--- config.mk ---
export PLATFORM = sky130hd
export DESIGN_NAME = swrs_top
export DESIGN_NICKNAME = d
export VERILOG_FILES = /design/src/rtl/swrs_sync.v /design/src/rtl/swrs_tick.v /design/src/rtl/swrs_top.v
export VERILOG_INCLUDE_DIRS = /design/src /design/src/rtl
export SDC_FILE = /design/constraint.sdc
export NUM_CORES = 1
export LEC_CHECK = 0
export BUFFER_PORTS_ARGS = -buffer_cell sky130_fd_sc_hd__buf_2
export CORE_ASPECT_RATIO = 2
export CORE_MARGIN = 2
export CORE_UTILIZATION = 34
export CTS_CLUSTER_SIZE = 20
export DETAILED_ROUTE_END_ITERATION = 12
export PLACE_DENSITY = 0.49
export SLEW_MARGIN = 20
export SYNTH_ARGS = -nofsm -noshare
export SYNTH_HDL_FRONTEND = slang
export SYNTH_SLANG_ARGS = --single-unit
--- constraint.sdc ---
create_clock -name clk -period 2.4 [get_ports clk]
set_input_delay 0.48 -clock clk [delete_from_list [all_inputs] [get_ports clk]]
set_output_delay 0.48 -clock clk [all_outputs]
set_load 0.05 [all_outputs]
--- src/rtl/swrs_defs.vh ---
// Purpose: Shared constants for the sleep/wake rail sequencer.
// Assumes: 100 MHz clock (10 ns period).
// Notes:   The S3 delay is given in ns and its cycle count derives from it; other times are given in cycles.
`ifndef SWRS_DEFS_VH
`define SWRS_DEFS_VH

`define SWRS_CLK_PERIOD_NS   10
`define SWRS_S3_DELAY_NS     60000
`define SWRS_S3_DELAY_CYC    (`SWRS_S3_DELAY_NS / `SWRS_CLK_PERIOD_NS)
`define SWRS_SS_PERIOD_CYC   1000
`define SWRS_DGL_CYC         4
`define SWRS_WAKE_PERIODS    2'h3
`define SWRS_MAX_RETRIES     2'h3
`define SWRS_CNT_W           16

// Sleep state encodings.
`define SWRS_ST_ACTIVE       2'h0
`define SWRS_ST_S3           2'h1
`define SWRS_ST_S45          2'h2

// Regulator supervisor states.
`define SWRS_RG_OFF          3'h0
`define SWRS_RG_RAMP         3'h1
`define SWRS_RG_ON           3'h2
`define SWRS_RG_WAIT         3'h3
`define SWRS_RG_LATCH        3'h4
`define SWRS_RG_STBY         3'h5

`endif

--- src/rtl/swrs_sync.v ---
// Purpose: Two-flop synchroniser plus stable-count deglitch for pin inputs.
// Assumes: Inputs are asynchronous to clk.
// Notes:   The first flop feeds only the second flop.
`timescale 1ns/1ps
`default_nettype none
`include "swrs_defs.vh"
module swrs_sync (
  // Clock and reset
  input  wire       clk,
  input  wire       sys_rst,
  input  wire       ce,
  // Pins and filtered result
  input  wire [1:0] pin_in,
  output reg  [1:0] filt_q
);
  reg [1:0] meta_q;
  reg [1:0] sync_q;
  reg [7:0] stab_q;

  always @(posedge clk or posedge sys_rst) begin
    if (sys_rst) begin
      meta_q <= 2'h3;
      sync_q <= 2'h3;
      filt_q <= 2'h3;
      stab_q <= 8'h00;
    end else if (ce) begin
      meta_q <= pin_in;
      sync_q <= meta_q;
      if (sync_q == filt_q) begin
        stab_q <= 8'h00;
      end else if (stab_q == 8'd`SWRS_DGL_CYC) begin
        filt_q <= sync_q;
        stab_q <= 8'h00;
      end else begin
        stab_q <= stab_q + 8'h01;
      end
    end
  end
endmodule
`default_nettype wire

--- src/rtl/swrs_tick.v ---
// Purpose: Soft-start interval timebase.
// Assumes: One clock domain.
// Notes:   Emits a one-cycle tick each soft-start period; restart realigns it.
`timescale 1ns/1ps
`default_nettype none
`include "swrs_defs.vh"
module swrs_tick (
  // Clock and reset
  input  wire clk,
  input  wire sys_rst,
  input  wire ce,
  // Control
  input  wire restart,
  output reg  tick_q
);
  reg [`SWRS_CNT_W-1:0] cnt_q;

  always @(posedge clk or posedge sys_rst) begin
    if (sys_rst) begin
      cnt_q  <= {`SWRS_CNT_W{1'b0}};
      tick_q <= 1'b0;
    end else if (ce) begin
      tick_q <= 1'b0;
      if (restart) begin
        cnt_q <= {`SWRS_CNT_W{1'b0}};
      end else if (cnt_q == `SWRS_SS_PERIOD_CYC - 1) begin
        cnt_q  <= {`SWRS_CNT_W{1'b0}};
        tick_q <= 1'b1;
      end else begin
        cnt_q <= cnt_q + {{(`SWRS_CNT_W-1){1'b0}}, 1'b1};
      end
    end
  end
endmodule
`default_nettype wire

--- src/rtl/swrs_top.v ---
// Purpose: Sleep/wake sequencing and regulator undervoltage retry control.
// Assumes: sys_rst is the supply power-on reset; rail12_por and aux_rail_sense come
//          from analog comparators and are synchronised here.
// Notes:   Gate-drive release is open drain; regulator enable feeds the LDO.
// Functional notes
// - After the 12V good indication on wake, three soft-start periods elapse, then all wake outputs change in one cycle.
// - At wake completion the gate-drive release pin is let go to high impedance.
// - At wake completion the sleep P-channel gate is driven high.
// - At wake completion the internal 3.3V regulator goes to standby.
// - Undervoltage is acted on only in sleep and only after the first soft-start ramp.
// - The aux rail counts as undervoltage when its comparator reports below 2.475V, 25% under nominal.
// - A qualified undervoltage disables the regulator.
// - One soft-start interval after an undervoltage shutdown the regulator restarts with a new ramp.
// - After three retries a fourth undervoltage latches the regulator off until power-on reset.
// - Overcurrent foldback reaching the undervoltage threshold takes the same shutdown and retry path.
// - Both sleep inputs high is active, only S3 low is S3, both low is S4/S5.
// - S4/S5 never moves straight to S3, and only S5 low holds the previous state.
// - Active to S3 waits 60us, active to S4/S5 is immediate, and sleep inputs are deglitched.
`timescale 1ns/1ps
`default_nettype none
`include "swrs_defs.vh"
module swrs_top (
  // Clock, reset and enable
  input  wire       clk,
  input  wire       sys_rst,
  input  wire       ce,
  // Sleep-state pins, active low
  input  wire       sleep_s3_n,
  input  wire       sleep_s5_n,
  // Analog monitors
  input  wire       rail12_por,
  input  wire       aux_rail_sense,
  // Open-drain gate-drive release
  output reg        gate_drive_release_o,
  output reg        gate_drive_release_oe,
  // Sleep P-channel gate and regulator control
  output reg        sleep_pfet_gate,
  output reg        reg_enable_q,
  output reg        reg_standby_q,
  output reg        reg_latched_q,
  output reg  [1:0] sleep_state_q
);
  wire [1:0] pins_f;
  wire [1:0] mon_f;
  wire       ss_tick;
  wire       s3_req;
  wire       s45_req;
  wire       act_req;
  wire       por12;
  wire       uv;

  reg  [1:0] state_d;
  reg [15:0] s3dly_q;
  reg  [1:0] wake_cnt_q;
  reg        waking_q;
  reg  [2:0] rg_q;
  reg  [2:0] rg_d;
  reg  [1:0] retry_q;
  reg        tick_rst;

  // Sleep pins: bit1 is the S5 input, bit0 the S3 input.
  swrs_sync u_pins (
    .clk     (clk),
    .sys_rst (sys_rst),
    .ce      (ce),
    .pin_in  ({sleep_s5_n, sleep_s3_n}),
    .filt_q  (pins_f)
  );

  // Comparators: bit1 is 12V good, bit0 is aux below 2.475V.
  swrs_sync u_mon (
    .clk     (clk),
    .sys_rst (sys_rst),
    .ce      (ce),
    .pin_in  ({rail12_por, aux_rail_sense}),
    .filt_q  (mon_f)
  );

  swrs_tick u_tick (
    .clk     (clk),
    .sys_rst (sys_rst),
    .ce      (ce),
    .restart (tick_rst),
    .tick_q  (ss_tick)
  );

  assign act_req = pins_f[1] & pins_f[0];
  assign s3_req  = pins_f[1] & ~pins_f[0];
  assign s45_req = ~pins_f[1] & ~pins_f[0];
  assign por12   = mon_f[1];
  // Foldback and true undervoltage both show as the comparator trip.
  assign uv      = mon_f[0];

  // Sleep state decode.
  always @* begin
    state_d = sleep_state_q;
    if (s45_req) begin
      state_d = `SWRS_ST_S45;
    end else if (s3_req) begin
      if (sleep_state_q == `SWRS_ST_ACTIVE && s3dly_q == `SWRS_S3_DELAY_CYC) begin
        state_d = `SWRS_ST_S3;
      end
    end else if (act_req) begin
      state_d = `SWRS_ST_ACTIVE;
    end
    // Only S5 low: keep the previous state. S4/S5 to S3 is never taken.
  end

  always @(posedge clk or posedge sys_rst) begin
    if (sys_rst) begin
      sleep_state_q <= `SWRS_ST_S45;
      s3dly_q       <= 16'h0000;
    end else if (ce) begin
      sleep_state_q <= state_d;
      if (s3_req && sleep_state_q == `SWRS_ST_ACTIVE && s3dly_q != `SWRS_S3_DELAY_CYC) begin
        s3dly_q <= s3dly_q + 16'h0001;
      end else if (!s3_req) begin
        s3dly_q <= 16'h0000;
      end
    end
  end

  // Regulator supervisor with wake sequencing.
  always @* begin
    rg_d     = rg_q;
    tick_rst = 1'b0;
    case (rg_q)
      `SWRS_RG_OFF: begin
        if (ss_tick) begin
          rg_d = `SWRS_RG_RAMP;
        end
      end
      `SWRS_RG_RAMP: begin
        if (ss_tick) begin
          rg_d = `SWRS_RG_ON;
        end
      end
      `SWRS_RG_ON: begin
        if (sleep_state_q != `SWRS_ST_ACTIVE && uv) begin
          rg_d     = (retry_q == `SWRS_MAX_RETRIES) ? `SWRS_RG_LATCH : `SWRS_RG_WAIT;
          tick_rst = 1'b1;
        end else if (waking_q && ss_tick && wake_cnt_q == `SWRS_WAKE_PERIODS - 2'h1) begin
          rg_d = `SWRS_RG_STBY;
        end
      end
      `SWRS_RG_WAIT: begin
        if (ss_tick) begin
          rg_d = `SWRS_RG_RAMP;
        end
      end
      `SWRS_RG_LATCH: begin
        rg_d = `SWRS_RG_LATCH;
      end
      `SWRS_RG_STBY: begin
        if (sleep_state_q != `SWRS_ST_ACTIVE) begin
          rg_d     = `SWRS_RG_RAMP;
          tick_rst = 1'b1;
        end
      end
      default: begin
        rg_d = `SWRS_RG_OFF;
      end
    endcase
  end

  always @(posedge clk or posedge sys_rst) begin
    if (sys_rst) begin
      rg_q                  <= `SWRS_RG_OFF;
      retry_q               <= 2'h0;
      wake_cnt_q            <= 2'h0;
      waking_q              <= 1'b0;
      gate_drive_release_o  <= 1'b0;
      gate_drive_release_oe <= 1'b1;
      sleep_pfet_gate       <= 1'b1;
      reg_enable_q          <= 1'b0;
      reg_standby_q         <= 1'b0;
      reg_latched_q         <= 1'b0;
    end else if (ce) begin
      rg_q <= rg_d;
      if (rg_q == `SWRS_RG_ON && rg_d == `SWRS_RG_WAIT) begin
        retry_q <= retry_q + 2'h1;
      end
      // Wake count starts at the 12V good indication while active.
      if (sleep_state_q != `SWRS_ST_ACTIVE || !por12 || rg_q == `SWRS_RG_STBY) begin
        waking_q   <= 1'b0;
        wake_cnt_q <= 2'h0;
      end else if (!waking_q) begin
        waking_q   <= (rg_q == `SWRS_RG_ON);
        wake_cnt_q <= 2'h0;
      end else if (ss_tick) begin
        wake_cnt_q <= wake_cnt_q + 2'h1;
      end
      reg_enable_q  <= (rg_d == `SWRS_RG_RAMP) || (rg_d == `SWRS_RG_ON);
      reg_standby_q <= (rg_d == `SWRS_RG_STBY);
      reg_latched_q <= (rg_d == `SWRS_RG_LATCH);
      gate_drive_release_oe <= (rg_d != `SWRS_RG_STBY);
      gate_drive_release_o  <= 1'b0;
      if (rg_d == `SWRS_RG_STBY) begin
        sleep_pfet_gate <= 1'b1;
      end else begin
        sleep_pfet_gate <= (state_d != `SWRS_ST_S3);
      end
    end
  end
endmodule
`default_nettype wire

==> Yosys cells after proc, flatten, opt, wreduce, memory -nomap -nowiden <==
Index checks and enable logic that the tools add are counted.
W data, S select, Z words.
{ "word_totals": {"ff_bits": 76, "output_inout_bits": 8, "word_cells": 107} }
{ "classes": {"addsub": 6, "eq_ne": 23, "mux": 30, "bitwise_logic": 7, "n_reduce_logical": 20} }
{ "ops": {"columns": ["op", "count"], "rows": [
  ["$mux W16", 4],
  ["$add A16 B1 Y16 const B", 2],
  ["$mux W8", 4],
  ["$mux W3", 6],
  ["$add A8 B1 Y8 const B", 2],
  ["$eq A16 B10 Y1 const B", 1],
  ["$eq A16 B13 Y1 const B", 1],
  ["$eq A8 B3 Y1 const B", 2],
  ["$ne A16 B13 Y1 const B", 1],
  ["$pmux W3 S5", 1],
  ["$mux W2", 7],
  ["$eq A3 B2 Y1 const B", 4],
  ["$eq A3 B3 Y1 const B", 4],
  ["$logic_and A1 B1 Y1", 7],
  ["$mux W1", 7],
  ["$eq A3 B1 Y1 const B", 2],
  ["$reduce_and A2 Y1", 3],
  ["$reduce_and A3 Y1", 2],
  ["$add A2 B1 Y2 const B", 2],
  ["$eq A2 B2 Y1", 2],
  ["$eq A2 B2 Y1 const B", 2],
  ["$ne A2 B1 Y1 const B", 2],
  ["$not A1 Y1", 4],
  ["$and A1 B1 Y1", 3],
  ["9 further kinds", 11]
]} }

==> Logic depth before layout (Yosys ltp) <==
{ "logic_depth": {"ltp_word": 8, "depth_mapped": 7, "depth_no_buf": 7} }

==> Cells and area by module <==
Synthesis repeated with hierarchy kept, for this count alone.
{ "hier_totals": {"hier_cells": 445, "area_unflattened_um2": 4270.3} }
{ "modules_own_cells": {"columns": ["mod", "instances", "cells_per_inst", "area_per_inst_um2", "seq_area_each_um2"], "rows": [
  ["swrs_top", 1, 199, 1801.7, 779.5],
  ["swrs_sync", 2, 72, 758.2, 357.8],
  ["swrs_tick", 1, 102, 952.2, 425.4]
]} }

==> Worst setup path before layout <==
Ideal clock, no wire load.
{ "synth_timing": {"kind": "reg-to-reg", "startpoint": "reg sleep_state_q[0]", "endpoint": "reg retry_q[1]", "t_arrival_ns": 1.981, "required_time_ns": 2.275, "slack_ns": 0.294, "stages_incl_launch_ff": 6, "cell_sequence": "dfrtp_1 o21ai_1 mux2i_1 nor3_1 or3_4 mux2_4"} }
{ "synth_via": {"elab_chain_len": 7, "elab_cells_between_ends": 8, "classes_between": "eq/ne: 1; mux: 3; reduce/logical: 4"} }
{ "synth_rtl": {"columns": ["item", "line_no", "text"], "rows": [
  ["start: declaration", "swrs_top.v:41", "output reg [1:0] sleep_state_q"],
  ["start signal: assignment", "swrs_top.v:111", "sleep_state_q <= `SWRS_ST_S45;"],
  ["start signal: assignment", "swrs_top.v:114", "sleep_state_q <= state_d;"],
  ["$reduce_bool A2 Y1 (no line) *", null, null],
  ["$logic_and A1 B1 Y1", "swrs_top.v:139", "if (sleep_state_q != `SWRS_ST_ACTIVE && uv) begin"],
  ["$mux W3", "swrs_top.v:139", null],
  ["$pmux W3 S5 *", "swrs_top.v:127", "case (rg_q)"],
  ["$eq A3 B2 Y1 (no line) *", null, null],
  ["$logic_and A1 B1 Y1 (no line) *", null, null],
  ["$reduce_and A2 Y1 (no line) *", null, null],
  ["end signal: assignment", "swrs_top.v:181", "retry_q <= retry_q + 2'h1;"],
  ["end: declaration", "swrs_top.v:58", "reg [1:0] retry_q;"]
]} }
Every way passes the cells marked *; elsewhere a longest branch is shown, timed or not.
A chain may end at the register's enable or synchronous reset.

==> Worst setup path after layout <==
{ "layout_timing": {"startpoint": "reg s3dly_q[7]", "endpoint": "reg s3dly_q[2]"} }
{ "layout_via": {"elab_chain_len": 4, "elab_cells_between_ends": 5, "classes_between": "eq/ne: 2; mux: 1; reduce/logical: 2"} }
{ "layout_rtl": {"columns": ["item", "line_no", "text"], "rows": [
  ["start: declaration", "swrs_top.v:53", "reg [15:0] s3dly_q;"],
  ["start signal: assignment", "swrs_top.v:116", "s3dly_q <= s3dly_q + 16'h0001;"],
  ["$ne A16 B13 Y1 (no line) *", null, null],
  ["$logic_and A1 B1 Y1 (no line) *", null, null],
  ["$ne A2 B1 Y1 (no line)", null, null],
  ["$reduce_and A2 Y1 (no line)", null, null]
]} }
Marked as above.

==> summary.md <==
| Metric | Value |
|---|---|
| DIE HEIGHT | `160.0 um` |
| Multi-input gate area | `0.002038 mm2` |
| Hold buffers post-CTS | `0` |
| H-tree depth | `3` |
| Sequential share of the synthesized area | `46.44%` |
| Yosys warns | `0` |
| Psw | `1.128 mW` |
| DRC | `0` |
| Count leader, synth | `dfrtp_1` |
| Syn nets | `444` |
| Pin count of the biggest net entering global routing | `67` |
| Post-route worst setup slack | `0.3518 ns` |
| Core area | `0.01198 mm2` |
| Syn-to-layout area delta | `12.92%` |
| GRT Overall Usage | `14.19%` |
| Initial DRC Count | `146` |
| Worst path arrival time | `2.31 ns` |
| Antenna Nets Post-Route | `0` |
| Starting Density | `34.51%` |
| Ant diodes | `0` |
| Hold crit path type | `in -> async` |
| Crit path required time | `2.66 ns` |
| CTS Sinks | `76` |
| Nets | `461` |
| Endpoints failing hold | `0` |
| Clock buffer depth | `2` |
| # resized after CTS | `0` |
| Actual slew at the worst max-slew pin | `0.5581 ns` |
| Top cells by area, synth | `dfrtp_1 (37%), dfstp_2 (9.5%), xnor2_1 (4.9%)` |
| Count of final setup violators | `0` |
| CTS clock-pin slew for the worst setup and hold paths | `0.06 ns` |
| GRT overflow | `0` |
| Max Cap Violations | `0` |
| Peak supply drop | `0.3950 mV` |
| Startpoint Class | `flop` |
| CTS Buf Count | `9` |
| HPWL Detailed | `5548 um` |
| Post-Place Cells | `581` |
| Fillers | `1201` |
| Root Buffer | `clkbuf_16` |
| Synthesized cell area | `0.004135 mm2` |
| Wirelength, routed | `8248 um` |
| Horiz. Die Dim | `81.98 um` |
| Cell Rows | `57` |
| Power per cell area | `777.3 mW/mm2` |
| Vias in the first global route | `2972` |
| Post-synth EDFFs | `0` |
| Fin. max-slew vios | `0` |
| Post-synth top cells | `dfrtp_1 (61), nand2_1 (47), nor2_1 (30)` |
| Status | `completed` |
| Switching portion of total power | `31.08%` |
| Layout Utilization | `38.97%` |
| Layout Cells excl Fill | `597` |
| Yosys top cell by area | `dfrtp_1` |
| Post-detailed-route wirelength per cell | `13.82 um` |
| Clock share of power | `32.8%` |
| Synthesized area per cell | `9.662 um2` |
| Tcrit/Tclk final | `85.34%` |
| Synthesis-stage register bit count | `76` |
| Post-route cell area | `0.004669 mm2` |
| Layout cell share with drive strength beyond 1 | `18.00%` |
| Vias per cell | `5.008` |
| Synth cell types | `63` |
| Yosys top cell area share | `36.91%` |
| RSZ-0062 raised after global routing | `no` |
| CTS tree | `built` |
| Final setup TNS | `0 ns` |
| Comb pwr share | `21.0%` |
| Routed vias | `2990` |
| Crit. End Element | `flop` |
| First-pass GRT wire length | `14480 um` |
| Minimum clock period | `2.048 ns` |
| Synth async-reset ratio | `100.0%` |
| Io pins | `15` |
| Setup Skew | `0.005477 ns` |
| Syn Inst Count | `428` |
| Pint | `2.502 mW` |
| Critical path type | `reg -> reg` |
| Area post-placement | `0.004414 mm2` |
| Worst slack, placed | `0.2125 ns` |
| R2r setup slk | `0.35 ns` |
| Fmax | `488.2 MHz` |
| Die area | `0.01311 mm2` |
| Ys flop type | `dfrtp_1` |
| Clock Latency Late Sink | `0.34 ns` |
| PortBufs | `13` |
| WHS | `0.07830 ns` |
| Worst Path Max Fanout | `7` |
| Detailed-router iteration count before antenna repair | `4` |
| Pwr Total | `3.629 mW` |
| Register share of total power | `46.3%` |
| Relative slew slack | `62.63%` |
| Register area | `0.001921 mm2` |
| GP Congestion | `0.7729` |
| Post-CTS Setup Bufs | `0` |
| Leakage | `2.023 nW` |
| Initial antenna violation count | `0` |
## cell usage in the layout, fill, tap and decap left out, types with 9 or more instances in the layout
| cell | netlist | final |
|---|---|---|
| clkbuf_16 | 0 | 9 |
| mux2_2 | 16 | 16 |
| nor2_1 | 30 | 30 |
| nand2_1 | 47 | 47 |
| nand3_1 | 16 | 16 |
| ha_1 | 9 | 9 |
| inv_1 | 28 | 27 |
| dfstp_2 | 15 | 15 |
| xnor2_1 | 23 | 23 |
| dfrtp_1 | 61 | 61 |
| nor4_1 | 12 | 12 |
| a21oi_1 | 10 | 10 |
| o21ai_0 | 25 | 25 |
| buf_2 | 3 | 13 |
## power groups by stage
stage / registers, mW / clock network [mW] / logic [mW]
after floorplan: 1.65 / 0 / 0.591
after global placement: 1.70 / 0 / 0.767
after detailed placement: 1.70 / 0 / 0.772
after CTS: 1.68 / 1.25 / 0.774
after global routing: 1.71 / 1.29 / 0.875
final: 1.68 / 1.19 / 0.761
## worst max-delay path, cell delays in order, from the launching register on
cell     delay [ns]
dfrtp_1        0.44
or4b_4         0.60
nor4_4         0.45
nor2_1         0.18
nand2_1        0.12
mux2i_1        0.18
## path summary, 6_finish.rpt
path | startpoint | end | cells past startpoint
worst max-delay path | s3dly_q[7] | s3dly_q[2] | 5
worst min-delay path | sys_rst | u_pins.stab_q[2] | 2
worst max register to register | s3dly_q[7] | s3dly_q[2] | 5
worst min register to register | retry_q[0] | retry_q[0] | 1
max in group asynchronous | sys_rst | u_pins.sync_q[0] | 3
min in group clk | sleep_s3_n | u_pins.meta_q[0] | 2
## flip-flops by register name, summed over array words and instances (netlist names), 2 cells and up
register / flops
retry_q: 2
rg_q: 3
s3dly_q: 16
sleep_state_q: 2
u_mon.filt_q: 2
u_mon.meta_q: 2
u_mon.stab_q: 8
u_mon.sync_q: 2
u_pins.filt_q: 2
u_pins.meta_q: 2
u_pins.stab_q: 8
u_pins.sync_q: 2
u_tick.cnt_q: 16
wake_cnt_q: 2
## routing by layer
metal,GRT usage [%],vias up,share of wire (%)
met5,0,-,0
met4,6.061,0,1.8
met3,3.616,9,2.8
met2,20.03,27,44
met1,20.40,1408,51
li1,-,1546,-
## layout make-up
type / count / share of cell area, %
well taps: 147 / 3.939
inverters: 28 / 2.278
clock buffers: 13 / 5.145
flip-flops and latches: 76 / 41.13
multi-input cells: 307 / 43.65
repair buffers: 23 / 3.537
clock inverters: 3 / 0.3215
## logic make-up after synthesis
logic type | count (synthesis) | share of synthesized area [%]
other cells | 1 | 0.09068
simple gates | 173 | 23.45
mux | 20 | 5.446
fa+ha+maj | 9 | 2.723
buf+inv | 45 | 4.266
flops | 76 | 46.44
compound gates | 76 | 11.65
xor+xnor | 28 | 5.930
No activity file was read; power rests on OpenSTA's default activity.
